## config.mk

```make
export PLATFORM = sky130hd
export DESIGN_NAME = jad_accessory_detect
export DESIGN_NICKNAME = d
export VERILOG_FILES = /design/src/jad_pkg.sv /design/src/jad_accessory_detect.sv
export VERILOG_INCLUDE_DIRS = /design/src
export SDC_FILE = /design/constraint.sdc
export NUM_CORES = 1
export LEC_CHECK = 0
export BUFFER_PORTS_ARGS = -buffer_cell sky130_fd_sc_hd__buf_2
export CORE_ASPECT_RATIO = 1.2
export CORE_MARGIN = 2
export CORE_UTILIZATION = 58
export CTS_CLUSTER_DIAMETER = 100
export DETAILED_ROUTE_END_ITERATION = 12
export PLACE_DENSITY = 0.81
export SLEW_MARGIN = 5
export SYNTH_ARGS = -nofsm -noshare
export SYNTH_HDL_FRONTEND = slang
export SYNTH_SLANG_ARGS = --single-unit
export TNS_END_PERCENT = 1
```

## constraint.sdc

```tcl
create_clock -name CLK -period 2.95 [get_ports CLK]
set_input_delay 0.1475 -clock CLK [delete_from_list [all_inputs] [get_ports CLK]]
set_output_delay 0.1475 -clock CLK [all_outputs]
set_load 0.03 [all_outputs]
```

## src/jad_params.svh

```systemverilog
// constants for the jack accessory detector: offsets, fields, resets, timing
`ifndef JAD_PARAMS_SVH
`define JAD_PARAMS_SVH

// ==========================================================
// register byte offsets
`define JAD_OFS_CTRL 8'h00
`define JAD_OFS_CFG 8'h04
`define JAD_OFS_STATUS 8'h08
`define JAD_OFS_EVENT 8'h0C
`define JAD_OFS_MASK 8'h10
`define JAD_OFS_BTHR 8'h14

// ==========================================================
// field positions
`define JAD_CTRL_SYS 0
`define JAD_CTRL_DET 1
`define JAD_CTRL_TYPE_EN 2
`define JAD_CTRL_TYPE_FRC 3
`define JAD_CTRL_ORD_EN 4
`define JAD_CTRL_ORD_FRC 5
`define JAD_CTRL_HP_EN 6
`define JAD_CTRL_MIC 7
`define JAD_EV_INS 0
`define JAD_EV_REM 1
`define JAD_EV_DONE 2
`define JAD_EV_PRESS 3
`define JAD_EV_REL 7
`define JAD_EV_W 11

// ==========================================================
// reset values
`define JAD_CTRL_RST 8'h14
`define JAD_CFG_RST 19'h00082
`define JAD_MASK_RST 11'h000
`define JAD_BTHR_RST 32'hC0804000

// ==========================================================
// timing
`define JAD_CLK_NS 20
`define JAD_MS_NS 1000000
`define JAD_LAT3_BASE_MS 10'd32
`define JAD_BTN_MIN_MS 9'd2
`define JAD_BTN_MAX_MS 9'd500
`define JAD_BTN_MAX_CFG 8'hFA

// ==========================================================
// debounce tables in ms
`define JAD_INS_DEB0 10'd5
`define JAD_INS_DEB1 10'd10
`define JAD_INS_DEB2 10'd20
`define JAD_INS_DEB3 10'd50
`define JAD_INS_DEB4 10'd100
`define JAD_INS_DEB5 10'd200
`define JAD_INS_DEB6 10'd500
`define JAD_INS_DEB7 10'd1
`define JAD_REM_DEB0 10'd1
`define JAD_REM_DEB1 10'd5
`define JAD_REM_DEB2 10'd10
`define JAD_REM_DEB3 10'd20

// ==========================================================
// thresholds in ohms
`define JAD_TYPE_THR0 14'd200
`define JAD_TYPE_THR1 14'd500
`define JAD_TYPE_THR2 14'd750
`define JAD_TYPE_THR3 14'd1000
`define JAD_HP_THR0 14'd1000
`define JAD_HP_THR1 14'd2500
`define JAD_HP_THR2 14'd5000
`define JAD_HP_THR3 14'd10000

`endif

```

## src/jad_pkg.sv

```systemverilog
// types shared by the jack accessory detector
package jad_pkg;

    typedef enum logic [5:0] {
        ST_IDLE = 6'b000001,
        ST_TYPE = 6'b000010,
        ST_ORDER = 6'b000100,
        ST_LAT = 6'b001000,
        ST_BTN = 6'b010000,
        ST_BMEAS = 6'b100000
    } jad_state_e;

    // answers from the analog measurement front end
    typedef struct packed {
        logic res_valid;
        logic [13:0] res_ohm;
        logic order_valid;
        logic order_sleeve_mic;
        logic load_valid;
        logic [13:0] load_ohm;
        logic btn_valid;
        logic [7:0] btn_code;
    } jad_meas_s;

    // measurement requests, held until the matching valid
    typedef struct packed {
        logic type_req;
        logic order_req;
        logic btn_req;
    } jad_req_s;

endpackage

```

## src/jad_accessory_detect.sv

```systemverilog
// jack accessory detector: debounce, classification, buttons, mic supply, ahb regs
//
// Overview of operation
// - debounced insertion/removal set their events; presence status follows the jack
// - detect-complete comes 32/64 ms times 2^rate after insertion
// - insertion debounce from 3-bit field, 20 ms default
// - removal debounce from 2-bit field, 1 ms default
// - mask bit only removes its event from the interrupt
// - one interrupt line, high while any unmasked event is set
// - events are individually maskable and cleared by writing 1
// - with type detect on, resistance above threshold gives 4-pole
// - type threshold 200, 500 default, 750, 1000 ohm
// - type status 0 is 3-pole, 1 is 4-pole, valid after complete
// - complete raised once both type and order are final
// - with type detect off, force bit sets the type
// - order detect automatic when enabled, else force bit picks order
// - with load test on, load at or above threshold is headphone
// - load threshold 1.0/2.5/5.0/10.0 kohm, result held readable
// - button config enables polling and sets 2..500 ms period
// - four thresholds split the code into A, D, B, C, mic
// - press and release events per button, last code readable
// - while a button is held further presses are ignored
// - 4-pole complete turns the mic supply on; host bit too
// - removal turns off, discharges and isolates the mic supply
// - status bit shows the mic supply rail is up
// - jack sensing runs only with system active and detector on
//
// Our own choices: the AHB-Lite interface to the registers and the register offsets.
`timescale 1ns/1ps
`default_nettype none
`include "jad_params.svh"

module jad_accessory_detect #(
    parameter int TICK_CYCLES = `JAD_MS_NS / `JAD_CLK_NS
) (
    input wire logic CLK,
    input wire logic RST_B,
    input wire logic HSEL,
    input wire logic [31:0] HADDR,
    input wire logic [1:0] HTRANS,
    input wire logic HWRITE,
    input wire logic [2:0] HSIZE,
    input wire logic [31:0] HWDATA,
    input wire logic HREADY,
    output logic [31:0] HRDATA,
    output logic HREADYOUT,
    output logic HRESP,
    input wire logic JACK_SENSE,
    input wire logic MIC_RAIL_OK,
    input wire jad_pkg::jad_meas_s MEAS,
    output jad_pkg::jad_req_s MEAS_REQ,
    output logic MIC_SUPPLY_ENABLE,
    output logic MIC_DISCHARGE,
    output logic MIC_ISOLATE,
    output logic IRQ
);
    import jad_pkg::*;

    // ==========================================================
    // registers
    jad_state_e st_q, st_d;
    logic [7:0] ctrl_q;
    logic [18:0] cfg_q;
    logic [10:0] ev_q, mask_q;
    logic [31:0] bthr_q;
    logic [31:0] rdata_q;
    logic [7:0] dp_addr_q;
    logic dp_wr_q;
    logic [15:0] tick_cnt_q;
    logic sense_q, present_q;
    logic [9:0] deb_cnt_q, lat_cnt_q;
    logic [8:0] poll_cnt_q;
    logic type_q, order_q, hp_q, mic_auto_q, mic_up_q, dis_q;
    logic [7:0] btn_code_q;
    logic [3:0] held_q;

    // ==========================================================
    // bus decode
    wire logic ap_valid = HSEL & HREADY & HTRANS[1];
    wire logic [7:0] ap_addr = HADDR[7:0];
    wire logic addr_hi_ok = (HADDR[31:8] == 24'h000000);
    wire logic wr_ctrl = dp_wr_q & (dp_addr_q == `JAD_OFS_CTRL);
    wire logic wr_cfg = dp_wr_q & (dp_addr_q == `JAD_OFS_CFG);
    wire logic wr_ev = dp_wr_q & (dp_addr_q == `JAD_OFS_EVENT);
    wire logic wr_mask = dp_wr_q & (dp_addr_q == `JAD_OFS_MASK);
    wire logic wr_bthr = dp_wr_q & (dp_addr_q == `JAD_OFS_BTHR);

    wire logic [12:0] status_w = {btn_code_q, mic_up_q, hp_q, order_q, type_q, present_q};
    wire logic [31:0] rd_mux =
        (!addr_hi_ok) ? 32'h00000000 :
        (ap_addr == `JAD_OFS_CTRL) ? {24'h000000, ctrl_q} :
        (ap_addr == `JAD_OFS_CFG) ? {13'h0000, cfg_q} :
        (ap_addr == `JAD_OFS_STATUS) ? {19'h00000, status_w} :
        (ap_addr == `JAD_OFS_EVENT) ? {21'h000000, ev_q} :
        (ap_addr == `JAD_OFS_MASK) ? {21'h000000, mask_q} :
        (ap_addr == `JAD_OFS_BTHR) ? bthr_q : 32'h00000000;

    // ==========================================================
    // config fields
    wire logic sys_on = ctrl_q[`JAD_CTRL_SYS];
    wire logic det_on = ctrl_q[`JAD_CTRL_DET];
    wire logic [2:0] ins_sel = cfg_q[2:0];
    wire logic [1:0] rem_sel = cfg_q[4:3];
    wire logic [1:0] rate_sel = cfg_q[6:5];
    wire logic [1:0] tthr_sel = cfg_q[8:7];
    wire logic [1:0] hthr_sel = cfg_q[10:9];
    wire logic [7:0] btn_cfg = cfg_q[18:11];

    // ==========================================================
    // 1 ms tick
    wire logic tick = (tick_cnt_q == 16'(TICK_CYCLES - 1));

    // ==========================================================
    // jack debounce
    wire logic run_det = sys_on & det_on;
    wire logic [9:0] ins_ms =
        (ins_sel == 3'h0) ? `JAD_INS_DEB0 :
        (ins_sel == 3'h1) ? `JAD_INS_DEB1 :
        (ins_sel == 3'h2) ? `JAD_INS_DEB2 :
        (ins_sel == 3'h3) ? `JAD_INS_DEB3 :
        (ins_sel == 3'h4) ? `JAD_INS_DEB4 :
        (ins_sel == 3'h5) ? `JAD_INS_DEB5 :
        (ins_sel == 3'h6) ? `JAD_INS_DEB6 : `JAD_INS_DEB7;
    wire logic [9:0] rem_ms =
        (rem_sel == 2'h0) ? `JAD_REM_DEB0 :
        (rem_sel == 2'h1) ? `JAD_REM_DEB1 :
        (rem_sel == 2'h2) ? `JAD_REM_DEB2 : `JAD_REM_DEB3;
    wire logic [9:0] deb_target = present_q ? rem_ms : ins_ms;
    wire logic level_new = run_det & (sense_q == JACK_SENSE) & (JACK_SENSE != present_q);
    wire logic deb_done = level_new & (deb_cnt_q >= deb_target);
    wire logic ins_ev = deb_done & JACK_SENSE;
    wire logic rem_ev = deb_done & ~JACK_SENSE;

    // ==========================================================
    // classification
    wire logic [13:0] type_thr =
        (tthr_sel == 2'h0) ? `JAD_TYPE_THR0 :
        (tthr_sel == 2'h1) ? `JAD_TYPE_THR1 :
        (tthr_sel == 2'h2) ? `JAD_TYPE_THR2 : `JAD_TYPE_THR3;
    wire logic [13:0] hp_thr =
        (hthr_sel == 2'h0) ? `JAD_HP_THR0 :
        (hthr_sel == 2'h1) ? `JAD_HP_THR1 :
        (hthr_sel == 2'h2) ? `JAD_HP_THR2 : `JAD_HP_THR3;
    wire logic type_meas = MEAS.res_ohm > type_thr;
    wire logic [9:0] lat3_ms = 10'(`JAD_LAT3_BASE_MS << rate_sel);
    wire logic [9:0] lat_ms = type_q ? 10'(lat3_ms << 1) : lat3_ms;
    wire logic lat_done = lat_cnt_q >= lat_ms;

    // ==========================================================
    // button polling
    wire logic [8:0] poll_ms =
        (btn_cfg >= `JAD_BTN_MAX_CFG) ? `JAD_BTN_MAX_MS :
        9'({btn_cfg, 1'b0});
    wire logic poll_on = (btn_cfg != 8'h00) & type_q;
    wire logic poll_due = poll_on & tick & (poll_cnt_q >= poll_ms - `JAD_BTN_MIN_MS + 9'd1);
    wire logic [7:0] bc = MEAS.btn_code;
    // one-hot {d, c, b, a}; all zero means no button
    wire logic [3:0] btn_cls =
        (bc < bthr_q[7:0]) ? 4'h1 :
        (bc < bthr_q[15:8]) ? 4'h8 :
        (bc < bthr_q[23:16]) ? 4'h2 :
        (bc < bthr_q[31:24]) ? 4'h4 : 4'h0;
    wire logic btn_take = (st_q == ST_BMEAS) & MEAS.btn_valid;
    // a held button masks every other press
    wire logic [3:0] press_ev = (btn_take & (held_q == 4'h0)) ? btn_cls : 4'h0;
    wire logic [3:0] rel_ev = (btn_take & (btn_cls == 4'h0)) ? held_q : 4'h0;

    // ==========================================================
    // state machine
    wire logic done_ev = (st_q == ST_LAT) & lat_done;
    always_comb begin
        st_d = st_q;
        case (st_q)
            ST_IDLE: begin
                if (ins_ev) begin
                    st_d = ST_TYPE;
                end
            end
            ST_TYPE: begin
                if (!ctrl_q[`JAD_CTRL_TYPE_EN] || MEAS.res_valid) begin
                    st_d = ST_ORDER;
                end
            end
            ST_ORDER: begin
                if (!type_q || !ctrl_q[`JAD_CTRL_ORD_EN] || MEAS.order_valid) begin
                    st_d = ST_LAT;
                end
            end
            ST_LAT: begin
                if (lat_done) begin
                    st_d = ST_BTN;
                end
            end
            ST_BTN: begin
                if (poll_due) begin
                    st_d = ST_BMEAS;
                end
            end
            ST_BMEAS: begin
                if (MEAS.btn_valid) begin
                    st_d = ST_BTN;
                end
            end
            default: begin
                st_d = ST_IDLE;
            end
        endcase
        if (rem_ev || !present_q && st_q != ST_IDLE) begin
            st_d = ST_IDLE;
        end
    end

    // ==========================================================
    // events, mask and interrupt
    wire logic [10:0] ev_set = {rel_ev, press_ev, done_ev, rem_ev, ins_ev};
    wire logic [10:0] ev_clr = wr_ev ? HWDATA[10:0] : 11'h000;
    // a set in the clearing cycle survives
    wire logic [10:0] ev_d = (ev_q & ~ev_clr) | ev_set;

    // ==========================================================
    // mic supply
    wire logic mic_on = present_q & (mic_auto_q | ctrl_q[`JAD_CTRL_MIC]);

    assign HREADYOUT = 1'b1;
    assign HRESP = 1'b0;
    assign HRDATA = rdata_q;
    assign IRQ = |(ev_q & ~mask_q);
    assign MEAS_REQ.type_req = (st_q == ST_TYPE) & ctrl_q[`JAD_CTRL_TYPE_EN];
    assign MEAS_REQ.order_req = (st_q == ST_ORDER) & type_q & ctrl_q[`JAD_CTRL_ORD_EN];
    assign MEAS_REQ.btn_req = (st_q == ST_BMEAS);
    assign MIC_SUPPLY_ENABLE = mic_on;
    assign MIC_ISOLATE = ~mic_on;
    assign MIC_DISCHARGE = dis_q;

    // ==========================================================
    // bus registers
    always_ff @(posedge CLK) begin
        if (!RST_B) begin
            dp_addr_q <= 8'h00;
            dp_wr_q <= 1'b0;
            rdata_q <= 32'h00000000;
            ctrl_q <= `JAD_CTRL_RST;
            cfg_q <= `JAD_CFG_RST;
            mask_q <= `JAD_MASK_RST;
            bthr_q <= `JAD_BTHR_RST;
        end else begin
            dp_addr_q <= ap_addr;
            dp_wr_q <= ap_valid & HWRITE & addr_hi_ok;
            if (ap_valid && !HWRITE) begin
                rdata_q <= rd_mux;
            end
            if (wr_ctrl) begin
                ctrl_q <= HWDATA[7:0];
            end else if (rem_ev) begin
                ctrl_q[`JAD_CTRL_MIC] <= 1'b0;
            end
            if (wr_cfg) begin
                cfg_q <= HWDATA[18:0];
            end
            if (wr_mask) begin
                mask_q <= HWDATA[10:0];
            end
            if (wr_bthr) begin
                bthr_q <= HWDATA;
            end
        end
    end

    // ==========================================================
    // timers
    always_ff @(posedge CLK) begin
        if (!RST_B) begin
            tick_cnt_q <= 16'h0000;
            sense_q <= 1'b0;
            deb_cnt_q <= 10'h000;
            lat_cnt_q <= 10'h000;
            poll_cnt_q <= 9'h000;
        end else begin
            tick_cnt_q <= tick ? 16'h0000 : tick_cnt_q + 16'h0001;
            sense_q <= JACK_SENSE;
            if (!run_det || sense_q != JACK_SENSE || deb_done) begin
                deb_cnt_q <= 10'h000;
            end else if (tick && deb_cnt_q != 10'h3FF) begin
                deb_cnt_q <= deb_cnt_q + 10'h001;
            end
            if (st_q == ST_IDLE) begin
                lat_cnt_q <= 10'h000;
            end else if (tick && lat_cnt_q != 10'h3FF) begin
                lat_cnt_q <= lat_cnt_q + 10'h001;
            end
            if (st_q != ST_BTN || poll_due) begin
                poll_cnt_q <= 9'h000;
            end else if (tick && poll_cnt_q != 9'h1FF) begin
                poll_cnt_q <= poll_cnt_q + 9'h001;
            end
        end
    end

    // ==========================================================
    // detection state and results
    always_ff @(posedge CLK) begin
        if (!RST_B) begin
            st_q <= ST_IDLE;
            present_q <= 1'b0;
            ev_q <= 11'h000;
            type_q <= 1'b0;
            order_q <= 1'b0;
            hp_q <= 1'b0;
            mic_auto_q <= 1'b0;
            mic_up_q <= 1'b0;
            dis_q <= 1'b0;
            btn_code_q <= 8'h00;
            held_q <= 4'h0;
        end else begin
            st_q <= st_d;
            ev_q <= ev_d;
            dis_q <= rem_ev;
            mic_up_q <= mic_on & MIC_RAIL_OK;
            if (ins_ev) begin
                present_q <= 1'b1;
            end else if (rem_ev) begin
                present_q <= 1'b0;
            end
            if (st_q == ST_TYPE) begin
                if (!ctrl_q[`JAD_CTRL_TYPE_EN]) begin
                    type_q <= ctrl_q[`JAD_CTRL_TYPE_FRC];
                end else if (MEAS.res_valid) begin
                    type_q <= type_meas;
                end
            end
            if (st_q == ST_ORDER) begin
                if (!ctrl_q[`JAD_CTRL_ORD_EN]) begin
                    order_q <= ctrl_q[`JAD_CTRL_ORD_FRC];
                end else if (MEAS.order_valid) begin
                    order_q <= ~MEAS.order_sleeve_mic;
                end
            end
            if (ctrl_q[`JAD_CTRL_HP_EN] && MEAS.load_valid) begin
                hp_q <= MEAS.load_ohm >= hp_thr;
            end
            if (rem_ev) begin
                mic_auto_q <= 1'b0;
            end else if (done_ev && type_q) begin
                mic_auto_q <= 1'b1;
            end
            if (rem_ev) begin
                held_q <= 4'h0;
            end else if (btn_take) begin
                btn_code_q <= bc;
                if (held_q == 4'h0) begin
                    held_q <= btn_cls;
                end else if (btn_cls == 4'h0) begin
                    held_q <= 4'h0;
                end
            end
        end
    end

endmodule
`default_nettype wire

```

# Yosys cells after proc, flatten, opt, wreduce, memory -nomap -nowiden
# Cells that the tools add are included.
# Widths: inputs -> output; s select.
[totals] register_bits=193 elab_cells=217 output_inout_bits=41 inputBits=117
[op_classes] n_eq_ne=44 magnitude_cmp=10 mux=49 add_sub_neg=6 reduce_logical=45 n_bitwise=38 shifts=1
[op_table] cell="$mux 32" count=7
[op_table] cell="$mux 9" count=10
[op_table] cell="$mux 14" count=3
[op_table] cell="$mux 6" count=6
[op_table] cell="$pmux 6 s6" count=1
[op_table] cell="$eq 8x5->1 const B" count=4
[op_table] cell="$lt 8x8->1" count=4
[op_table] cell="$mux 10" count=3
[op_table] cell="$and 1x1->1" count=27
[op_table] cell="$eq 8x4->1 const B" count=3
[op_table] cell="$logic_not 24->1" count=1
[op_table] cell="$mux 4" count=6
[op_table] cell="$and 11x11->11" count=2
[op_table] cell="$not 11->11" count=2
[op_table] cell="$add 10x1->10 const B" count=2
[op_table] cell="$ne 10x10->1 const B" count=2
[op_table] cell="$add 9x1->9 const B" count=2
[op_table] cell="$add 16x1->16 const B" count=1
[op_table] cell="$eq 16x16->1 const B" count=1
[op_table] cell="$eq 8x3->1 const B" count=2
[op_table] cell="$logic_not 8->1" count=2
[op_table] cell="$ne 2x2->1 const B" count=8
[op_table] cell="$mux 5" count=3
[op_table] cell="$ge 14x14->1" count=1
[op_table] cell="41 further kinds" count=90

# Logic depth before layout (Yosys ltp)
# Gate-level depths: netlist of the first run.
[logic_depth] depth_word=14 ltp_mapped=14 depth_no_buf=13

# Worst setup path after synthesis of the first run
# No wires, ideal clock.
[synth_path] kind="flip-flop to flip-flop" startpoint="register cfg_q[1]" endpoint="register btn_code_q[0]" setup_ns=0.128 t_arrival_ns=2.503 period_less_slack_ns=2.631 path_stages_with_launch=11 path_slack_ns=0.319 n_path_buf=1 required_time_ns=2.822 cell_sequence="dfxtp_1 -> clkbuf_1 -> and3_1 -> o31a_1 -> ha_1 -> nand2b_1 -> a2111oi_2 -> nor4b_2 -> nor3_4 -> mux2i_1 -> nor2_1"
[synth_via] elab_chain_len=14 word_cells_on_any_way=20 cone_classes="order compare: 1; eq/ne: 6; mux: 8; bitwise: 3; reduce/logical: 2"
[synth_lines] item="from (decl)" line="jad_accessory_detect.sv:63" rtl="logic [18:0] cfg_q;"
[synth_lines] item="from (signal assigned)" line="jad_accessory_detect.sv:243" rtl="cfg_q <= `JAD_CFG_RST;"
[synth_lines] item="from (signal assigned)" line="jad_accessory_detect.sv:258" rtl="cfg_q <= HWDATA[18:0];"
[synth_lines] item="$eq 3x3->1" line="jad_accessory_detect.sv:123" rtl="(ins_sel == 3'h6) ? `JAD_INS_DEB6 : `JAD_INS_DEB7;"
[synth_lines] item="$mux 9 (no line) (6 in a row)"
[synth_lines] item="$mux 9 (no line) (*)"
[synth_lines] item="$mux 9 (*)" line="jad_accessory_detect.sv:128" rtl="wire logic [9:0] deb_target = present_q ? rem_ms : ins_ms;"
[synth_lines] item="$ge 10x9->1 (*)" line="jad_accessory_detect.sv:130" rtl="wire logic deb_done = level_new & (deb_cnt_q >= deb_target);"
[synth_lines] item="$and 1x1->1 (*)" line="jad_accessory_detect.sv:130"
[synth_lines] item="$and 1x1->1 (*)" line="jad_accessory_detect.sv:132" rtl="wire logic rem_ev = deb_done & ~JACK_SENSE;"
[synth_lines] item="$not 1->1 (no line) (*)"
[synth_lines] item="$reduce_and 2->1 (no line) (*)"
[synth_lines] item="to (signal assigned)" line="jad_accessory_detect.sv:312" rtl="btn_code_q <= 8'h00;"
[synth_lines] item="to (signal assigned)" line="jad_accessory_detect.sv:349" rtl="btn_code_q <= bc;"
[synth_lines] item="to (decl)" line="jad_accessory_detect.sv:74" rtl="logic [7:0] btn_code_q;"
# Mark *: on every way between the ends. The rest lies on a longest branch, timed or not.
# A chain may end at the register's enable or synchronous reset.

# Worst setup path after layout of the first run
[layout_path] startpoint="register cfg_q[2]" endpoint="register btn_code_q[2]"
# Same word-level chain as after synthesis.

==> results by group, run 1 <==
Outcome
  – Status: complete, no violations

Cells and area
  – Ant. Diodes: 0
  – FILL cells: 1,404
  – Most common cell after layout, fill and taps aside: dfxtp_1
  – Ratio of cells with drive above 1 in the final layout: between 15 and 20%
  – Non-filler cells, final: 1,629
  – Area Overhead vs Synth: 17.97%
  – Fin nets: 1,596
  – Most frequent cells in the layout: dfxtp_1 (189), nand2_1 (156), buf_2 (151)

Logic synthesis
  – EDFF count, synth: 0
  – Register area share after synthesis: 37.37%
  – Ys flop type: dfxtp_1
  – Syn Nets: 1,431
  – Mapped Area: 0.01034 mm^2
  – Ys async rst share: 0%
  – FF+latch count, synth: 193
  – Yosys cell types: 75
  – Yosys warns: 0
  – Synth Instances: around 1,200
  – Syn_area_per_cell: approximately 8.4 um^2

Clock network
  – H-Tree Depth: 4
  – Clock transition at path regs: roughly 0.07 ns
  – Clock root buffer: clkbuf_16
  – CTS Sinks: 193
  – TritonCTS clock tree: done
  – Setup Buffers After CTS: 0
  – Clk buf depth: 2
  – Worst-Skew Late Latency: 0.43 ns
  – CTS Buf Count: 17

Placement
  – HPWL Detailed: 20,340 um
  – I/O Buffers: 151
  – Placed cells: between 1,500 and 2,000
  – Routability Congestion: ~0.9

Worst setup path
  – Critical path class: flop to flop
  – R2R Setup Slk: 0.18 ns
  – CP arrival: a little over 3 ns
  – Maximum fanout along the worst path: 8
  – RR Startpoint: cfg_q[2]
  – FF-to-FF End: btn_code_q[2]
  – Worst R2R Path Depth: 10
  – Crit path launch type: flop
  – Nature of the critical path endpoint: flop
  – Crit path required time: between 3 and 4 ns

Global route
  – Tot GR Track Use: approximately 30%
  – Congestion Overflow GR: 0
  – Pin count of the biggest net entering global routing: 105
  – First-pass GRT wire length: ~46,000 um
  – Initial antenna violation count: 0
  – Number of global-route vias before repair: 9,403

Min path
  – Worst Hold End: bthr_q[1]
  – Hold crit path type: input pin to flop
  – Worst Hold Path Cells: 3
  – Worst hold start: HWDATA[1]

Power
  – Worst vdd ir: around 370 uV
  – Power Total: 5200 uW
  – Static Leak: 0.004961 uW
  – Power Density: 426.3 mW/mm^2

Floorplan
  – Die area: 0.01892 mm^2
  – # rows: 53
  – Core ar.: 0.01751 mm^2
  – Chip width: 125.9 um
  – Initial Utilization: around three fifths
  – Ports: 158
  – Die H: 150.3 um

Timing
  – Achievable frequency: 0.3608 GHz
  – Setup violations, final: 0
  – WHS: 0.01220 ns
  – Clk_skew: 0.009281 ns
  – Final TNS setup: 0 ns
  – Fin crit period: 2.772 ns
  – Worst Tran Pin Value: 0.8153 ns
  – Tcrit/Tclk final: a little over nine tenths
  – Rel. slew slack: 45.41%
  – Final hold vios: 0
  – RSZ-0062 raised after global routing: no
  – Max Slew Vio Count: 0

Route
  – ANT nets after route: 0
  – Detailed Route Iter0 Violations: 722
  – Drt pass-1 iters: 6
  – Via density: 5.909
  – WL/cell: 17.35 um
  – Via count: 9,625
  – Total Wirelength: 28,260 um
  – Residual DRC: 0

Flow run
  – Max_cap viols: 0
## power by group
group	switching, uW	leakage [uW]	internal, uW
Combinational	184	0.00314	147
Clock	992	0.000263	1250
Sequential	7.13	0.00156	2610
Total	1180	0.00496	4020
## per-layer routing
layer / vias to the layer above / share of wire (%) / track usage, %
met3: 53 / 6.9 / 6.112
met5: - / 0 / 0
met2: 355 / 51 / 53.68
met1: 4541 / 40 / 35.39
met4: 0 / 2.7 / 10.49
li1: 4676 / - / -
## registers in the layout (all words and copies together), names as in the netlist
signal,cells
tick_cnt_q,16
st_q,6
hp_q,1
ev_q,11
poll_cnt_q,9
btn_code_q,8
cfg_q,19
present_q,1
bthr_q,32
dp_addr_q,8
ctrl_q,8
type_q,1
HRDATA,32
order_q,1
mic_auto_q,1
held_q,4
sense_q,1
deb_cnt_q,10
mask_q,11
dp_wr_q,1
lat_cnt_q,10
MIC_DISCHARGE,1
mic_up_q,1
## timing repair
action | in CTS | in global routing
resized for setup | 0 | 5
hold buffers | 29 | 0
endpoints found under the hold margin | 37 | 0
endpoints found under the setup margin | 0 | 9
## critical path: stages (launching register included)
cell,delay [ns]
dfxtp_1,0.39
and3_1,0.22
o31a_1,0.28
ha_1,0.26
nand2b_1,0.15
a2111oi_2,0.43
nor4b_2,0.16
nor3_4,0.19
buf_4,0.23
mux2i_1,0.27
nor2_1,0.06
## cell type report
class	instances	area (um^2)	share of cell area, %
well taps	220	275.3	2.257
clock inverters	10	113.9	0.9334
multi-input cells	923	6028	49.42
repair buffers	202	1236	10.13
flip-flops and latches	193	3869	31.72
inverters	62	232.7	1.908
clock buffers	19	442.9	3.631
## Yosys cell counts (7+ instances only)
cell	count	area [um^2]
a211oi_1	7	52.55
a21oi_1	73	365.4
a22oi_1	31	232.7
and2_1	15	93.84
and3_1	23	143.9
clkbuf_1	44	165.2
dfxtp_1	193	3864
ha_1	80	1001
inv_1	61	229.0
mux2i_1	54	540.5
nand2_1	156	585.6
nand2b_1	12	75.07
nand3_1	25	125.1
nand4_1	22	137.6
nor2_1	150	563.0
nor2b_1	15	93.84
nor3_1	13	65.06
nor4_1	11	68.82
o211ai_1	12	90.09
o21a_1	10	75.07
o21ai_0	28	140.1
o21ai_1	7	35.03
o22ai_1	12	75.07
o31ai_1	10	75.07
xnor2_1	17	148.9
xor2_1	28	245.2
## metrics by stage
stage / instance area (um^2) / setup WS, ns / util, %
after detailed placement: 11340 / 0.1899 / 64.79
after CTS: 12190 / 0.1515 / 69.63
final: 12200 / 0.1784 / 69.68
after global placement: 11340 / 0.2796 / 64.79
after floorplan: 10340 / 0.3195 / -
after global routing: 12200 / 0.04899 / 69.68
## worst max-delay path by stage
stage,from,end
after floorplan,cfg_q[1],btn_code_q[0]
after global placement,cfg_q[16],poll_cnt_q[0]
after detailed placement,cfg_q[16],poll_cnt_q[2]
after CTS,cfg_q[16],poll_cnt_q[1]
after global routing,cfg_q[16],poll_cnt_q[3]
final,cfg_q[2],btn_code_q[2]
## cells by family (layout without fill, tap and decap cells)
family          count (synthesis)  after routing  share of synthesized area [%]
compound gates                237            237                          14.91
flops                         193            193                          37.37
mux                            60             60                          5.881
buf+inv                       118            293                          4.453
simple gates                  499            499                          23.83
xor+xnor                       45             45                          3.812
fa+ha+maj                      80             80                          9.681
other cells                     2              2                        0.07263
Power figures use the tool's default switching activity.
==> run 2: changes to the inputs <==
- CORE_UTILIZATION: 58 -> 52
- PLACE_DENSITY: 0.81 -> 0.77
- clock period: 2.95 -> 2.4 ns (I/O delays scaled with it)
==> run 2 against run 1 <==
Sequential share of layout area fell by 1.2 points. Clock power rose by 24%. Critical endpoint unchanged. Setup slack got worse by 0.30 ns. Die area rose by 11%. First-iteration DRC count fell by 15%. The flow now finishes with violations (setup timing). Final cell count rose by 5.2%. Routed wire length rose by 1.9%. Via count rose by 0.91%. Critical path depth rose by 1. Combinational power rose by 32%.
==> results by group, run 2 (same netlist as run 1, synthesis figures left out) <==
Worst setup path
  – CP arrival: 2.84 ns (was 3.08 ns)
  – Maximum fanout along the worst path: 8 (unchanged)
  – Worst R2R Path Depth: 11 (was 10)
  – Crit path required time: 2.72 ns (was 3.26 ns)
  – Critical path class: flop to flop (unchanged)
  – Crit path launch type: flop (unchanged)
  – Nature of the critical path endpoint: flop (unchanged)

Placement
  – Placed Area: 0.01166 mm^2 (was 0.01134 mm^2)
  – Post-Place Worst Slack: -0.1963 ns (was 0.1899 ns)
  – HPWL Detailed: 21,310 um (was 20,340 um)
  – Placed cells: 1,641 (was 1,571)
  – I/O Buffers: 151 (unchanged)
  – Routability Congestion: 0.9384 (was 0.9221)

Cells and area
  – Ant. Diodes: 0 (unchanged)
  – Ratio of cells with drive above 1 in the final layout: 19.27% (was 16.39%)
  – Final Cell Area: 0.01271 mm^2 (was 0.01220 mm^2)
  – Most common cell after layout, fill and taps aside: dfxtp_1 (unchanged)
  – Most frequent cells in the layout: dfxtp_1 (185), nand2_1 (155), buf_2 (151) (was dfxtp_1 (189), nand2_1 (156), buf_2 (151))
  – Non-filler cells, final: 1,714 (was 1,629)
  – Fin nets: 1,637 (was 1,596)
  – Area Overhead vs Synth: 22.89% (was 17.97%)

Flow run
  – Max_cap viols: 0 (unchanged)

Route
  – Total Wirelength: 28,800 um (was 28,260 um)
  – Drt pass-1 iters: 5 (was 6)
  – ANT nets after route: 0 (unchanged)
  – Via density: 5.667 (was 5.909)
  – Residual DRC: 0 (unchanged)
  – WL/cell: 16.81 um (was 17.35 um)
  – Detailed Route Iter0 Violations: 614 (was 722)
  – Via count: 9,713 (was 9,625)

Timing
  – Fin crit period: 2.517 ns (was 2.772 ns)
  – Tcrit/Tclk final: 104.9% (was 93.95%)
  – Final TNS setup: -1.251 ns (was 0 ns)
  – Achievable frequency: 0.3973 GHz (was 0.3608 GHz)
  – Final Worst Setup Slack: -0.1168 ns (was 0.1784 ns)
  – Setup violations, final: 16 (was 0)
  – Clk_skew: 0.01021 ns (was 0.009281 ns)
  – Final hold vios: 0 (unchanged)
  – Worst Tran Pin Value: 0.6350 ns (was 0.8153 ns)
  – Max Slew Vio Count: 0 (unchanged)
  – RSZ-0062 raised after global routing: yes (was no)
  – WHS: 0.01778 ns (was 0.01220 ns)
  – Rel. slew slack: 57.00% (was 45.41%)

Floorplan
  – # rows: 56 (was 53)
  – Core ar.: 0.01955 mm^2 (was 0.01751 mm^2)
  – Ports: 158 (unchanged)
  – Chip width: 132.7 um (was 125.9 um)
  – Initial Utilization: 52.89% (was 59.06%)
  – Die area: 0.02103 mm^2 (was 0.01892 mm^2)
  – Die H: 158.5 um (was 150.3 um)

Power
  – Static Leak: 0.005218 uW (was 0.004961 uW)
  – Power Density: 507.9 mW/mm^2 (was 426.3 mW/mm^2)
  – Worst vdd ir: 505.2 uV (was 369.9 uV)

Global route
  – First-pass GRT wire length: 45,780 um (was 45,750 um)
  – Number of global-route vias before repair: 9,358 (was 9,403)
  – Tot GR Track Use: 27.22% (was 29.87%)
  – Pin count of the biggest net entering global routing: 90 (was 105)
  – Congestion Overflow GR: 0 (unchanged)
  – Initial antenna violation count: 1 (was 0)

Clock network
  – CTS Sinks: 193 (unchanged)
  – CTS Buf Count: 17 (unchanged)
  – TritonCTS clock tree: done (unchanged)
  – H-Tree Depth: 4 (unchanged)
  – Worst-Skew Late Latency: 0.44 ns (was 0.43 ns)
  – Clock transition at path regs: 0.07 ns (about the same)
  – Clk buf depth: 2 (unchanged)
  – Clock root buffer: clkbuf_16 (unchanged)

Min path
  – Worst Hold Path Cells: 3 (unchanged)
  – Hold crit path type: input pin to flop (unchanged)

Outcome
  – Status: complete, but fails checks (was complete, no violations)
  – Failing checks: setup timing
run 2: changes by cell type in the layout (fill, tap and decap cells not counted), moves of 4 or more:
cell,previous run,this run
dfxtp_2,4,8
buf_4,20,49
dlygate4sd3_1,29,40
dfxtp_1,189,185
run 2: critical path, stage by stage (launching register included):
cell       delay [ns]
dfxtp_2          0.35
and3_1           0.18
o31a_1           0.26
ha_1             0.29
nand2b_4         0.15
a2111oi_4        0.31
buf_4            0.18
nor4b_4          0.06
nor3_4           0.18
buf_12           0.18
mux2i_1          0.20
nor2_1           0.05
run 2: power breakdown:
group	switching [uW]	leakage (uW)	internal, uW	total (uW)
logic	242	0.00338	196	438
clock network	1310	0.000274	1480	2800
registers	9.07	0.00156	3210	3220
run 2: cell type report:
type                            count  area [um^2]
Fill cell                        1616         6842
Inverter                           62        234.0
Multi-Input combinational cell    923         6126
Clock inverter                     13        128.9
Sequential cell                   193         3874
Timing Repair Buffer              243         1575
Tap cell                          261        326.6
Clock buffer                       19        442.9
run 2: path summary, 6_finish.rpt:
kind	slack (ns)	startpoint	end
worst min-delay path	0.02	HWDATA[0]	bthr_q[0]
worst max-delay path	-0.12	cfg_q[2]	btn_code_q[2]
worst min register to register	0.45	bthr_q[4]	bthr_q[4]
worst max register to register	-0.12	cfg_q[2]	btn_code_q[2]
run 2: timing repair:
action / 4_1_cts / 5_1_grt
gates resized for setup: 11 / 9
pin swaps: 5 / 1
endpoints found under the hold margin: 47 / 0
hold buffers: 40 / 0
setup buffers: 0 / 1
setup endpoints to repair: 42 / 50
run 2: metrics by stage:
step | util [%] | total power [uW]
after floorplan | - | 3476
after global placement | 59.66 | 3659
after detailed placement | 59.66 | 3671
after CTS | 64.84 | 6452
after global routing | 65.00 | 6636
final | 65.00 | 6454
run 2: routing by layer:
metal  up-vias  share of wire [%]  GRT usage [%]
met5         -              0.056              0
met4         2                3.2          11.42
met3        67                5.8          5.317
met2       325                 49          48.09
met1      4572                 42          32.45
li1       4747                  -              -
==> run 3: changes to the inputs <==
- clock period: 2.4 -> 2.25 ns (I/O delays scaled with it)
==> run 3 against run 2 <==
The flow still finishes with violations (setup timing). Final area is 2.1% higher. Final cell count is 1.6% higher. Utilization is 1.3 points higher. Sequential power is 6.5% higher. Die area stayed put. Flip-flop and latch count stayed put. First-iteration DRC count is 18% higher. Fmax is 0.69% higher. Setup slack worse by 0.13 ns. Clock power is 7.5% higher. Global-route usage is 0.52 points higher. Critical endpoint is now st_q[5]. Highest routed layer is now met4.
==> results by group, run 3 (same netlist as run 1, synthesis figures left out) <==
Worst setup path
  – Maximum fanout along the worst path: 3 (was 8)
  – Critical path class: flop to flop (unchanged)
  – CP arrival: 2.87 ns (was 2.84 ns)
  – Nature of the critical path endpoint: flop (unchanged)
  – Crit path required time: 2.62 ns (was 2.72 ns)
  – Crit path launch type: flop (unchanged)

Floorplan
  – Chip width: 132.7 um (unchanged)
  – Die H: 158.5 um (unchanged)
  – Die area: 0.02103 mm^2 (unchanged)
  – Initial Utilization: 52.89% (unchanged)
  – Core ar.: 0.01955 mm^2 (unchanged)
  – Ports: 158 (unchanged)
  – # rows: 56 (unchanged)

Cells and area
  – Ratio of cells with drive above 1 in the final layout: 21.62% (was 19.27%)
  – Most common cell after layout, fill and taps aside: dfxtp_1 (unchanged)
  – Final Cell Area: 0.01297 mm^2 (was 0.01271 mm^2)
  – Fin nets: 1,664 (was 1,637)
  – Area Overhead vs Synth: 25.44% (was 22.89%)
  – Most frequent cells in the layout: dfxtp_1 (184), nand2_1 (151), buf_2 (151) (was dfxtp_1 (185), nand2_1 (155), buf_2 (151))
  – Ant. Diodes: 0 (unchanged)

Outcome
  – Failing checks: setup timing (unchanged)
  – Status: complete, but fails checks (unchanged)

Power
  – Net Sw Frac: 23.28% (was 24.24%)
  – P_sw: 1612 uW (was 1564 uW)
  – Power Density: 534.0 mW/mm^2 (was 507.9 mW/mm^2)
  – Static Leak: 0.005352 uW (was 0.005218 uW)
  – Power Total: 6927 uW (was 6454 uW)
  – Clock power share: 43.5% (was 43.3%)
  – Register share of total power: 49.5% (was 49.9%)
  – Power share of the combinational group: 7.0% (was 6.8%)
  – Internal power: 5314 uW (was 4889 uW)
  – Worst vdd ir: 558.7 uV (was 505.2 uV)

Timing
  – Achievable frequency: 0.4000 GHz (was 0.3973 GHz)
  – RSZ-0062 raised after global routing: yes (unchanged)
  – Tcrit/Tclk final: 111.1% (was 104.9%)
  – Fin crit period: 2.500 ns (was 2.517 ns)
  – Rel. slew slack: 54.66% (was 57.00%)
  – Worst Tran Pin Value: 0.6783 ns (was 0.6350 ns)
  – Max Slew Vio Count: 0 (unchanged)
  – Setup violations, final: 44 (was 16)
  – WHS: 0.02203 ns (was 0.01778 ns)
  – Final Worst Setup Slack: -0.2497 ns (was -0.1168 ns)
  – Final hold vios: 0 (unchanged)
  – Final TNS setup: -5.439 ns (was -1.251 ns)
  – Clk_skew: 0.007608 ns (was 0.01021 ns)

Placement
  – Placed Area: 0.01186 mm^2 (was 0.01166 mm^2)
  – HPWL Detailed: 21,520 um (was 21,310 um)
  – I/O Buffers: 151 (unchanged)
  – Routability Congestion: 0.9397 (was 0.9384)
  – Post-Place Worst Slack: -0.3092 ns (was -0.1963 ns)

Clock network
  – Worst-Skew Late Latency: 0.43 ns (was 0.44 ns)
  – H-Tree Depth: 4 (unchanged)
  – Clock root buffer: clkbuf_16 (unchanged)
  – CTS Sinks: 193 (unchanged)
  – CTS Buf Count: 17 (unchanged)
  – Clk buf depth: 2 (unchanged)
  – Clock transition at path regs: 0.07 ns (about the same)
  – TritonCTS clock tree: done (unchanged)

Route
  – Detailed Route Iter0 Violations: 724 (was 614)
  – Drt pass-1 iters: 5 (unchanged)
  – WL/cell: 16.75 um (was 16.81 um)
  – Total Wirelength: 29,170 um (was 28,800 um)
  – Via density: 5.654 (was 5.667)
  – Residual DRC: 0 (unchanged)
  – ANT nets after route: 0 (unchanged)
  – Via count: 9,843 (was 9,713)

Global route
  – Initial antenna violation count: 0 (was 1)
  – Tot GR Track Use: 27.74% (was 27.22%)
  – Number of global-route vias before repair: 9,404 (was 9,358)
  – Congestion Overflow GR: 0 (unchanged)
  – Pin count of the biggest net entering global routing: 80 (was 90)
  – First-pass GRT wire length: 46,660 um (was 45,780 um)

Flow run
  – Max_cap viols: 0 (unchanged)

Min path
  – Hold crit path type: input pin to flop (unchanged)
## run 3: final timing paths
kind,startpoint,end,slack (ns),cells past startpoint
setup / recovery,cfg_q[13],st_q[5],-0.25,13
hold / removal,MEAS[8],st_q[5],0.02,3
setup reg to reg,cfg_q[13],st_q[5],-0.25,13
hold reg to reg,bthr_q[4],bthr_q[4],0.45,2
## run 3: worst max-delay path, stage by stage (launching register included)
cell and delay (ns):
dfxtp_2 0.34, o211a_1 0.17, nand4_1 0.16, nor2b_2 0.20, ha_2 0.18, xor2_1 0.15, ha_1 0.27, o211ai_1 0.08
o211ai_1 0.20, o2111ai_1 0.13, a31oi_1 0.24, buf_4 0.16, nand2_2 0.05, a21oi_2 0.13
## run 3: per-stage QoR
step	std cells	util, %
floorplan	1234	-
global placement	1667	60.66
detailed placement	1667	60.66
CTS	1743	66.11
global route	1741	66.35
finish	1741	66.35
## run 3: repair_timing
item / CTS / global route
setup buffers: 6 / 0
pin swaps: 20 / 17
hold buffers: 39 / 0
endpoints found under the setup margin: 48 / 50
endpoints found under the hold margin: 49 / 0
gates cloned: 0 / 0
resized for setup: 19 / 17
## run 3: layout make-up
cell class	instances	area, um^2
Fill cell	1578	6579
Multi-Input combinational cell	923	6171
Sequential cell	193	3885
Timing Repair Buffer	270	1772
Clock buffer	20	446.7
Tap cell	261	326.6
Inverter	62	236.5
Clock inverter	12	132.6
## run 3: metal layers
layer | track usage [%] | part of all wire [%] | vias up | wire length, um
met2 | 49.05 | 49 | 342 | 14350
met3 | 4.903 | 6.4 | 77 | 1855
met1 | 33.25 | 41 | 4611 | 11930
met4 | 11.88 | 3.5 | 0 | 1035
li1 | - | - | 4813 | -
met5 | 0 | 0 | - | 0
## run 3: power by group through the flow
stage / Combinational (uW) / Clock [uW] / Sequential [uW]
6_report: 483 / 3010 / 3430
2_1_floorplan: 196 / 0 / 3510
3_3_place_gp: 409 / 0 / 3510
4_1_cts: 472 / 3040 / 3430
5_1_grt: 526 / 3180 / 3430
3_5_place_dp: 417 / 0 / 3510
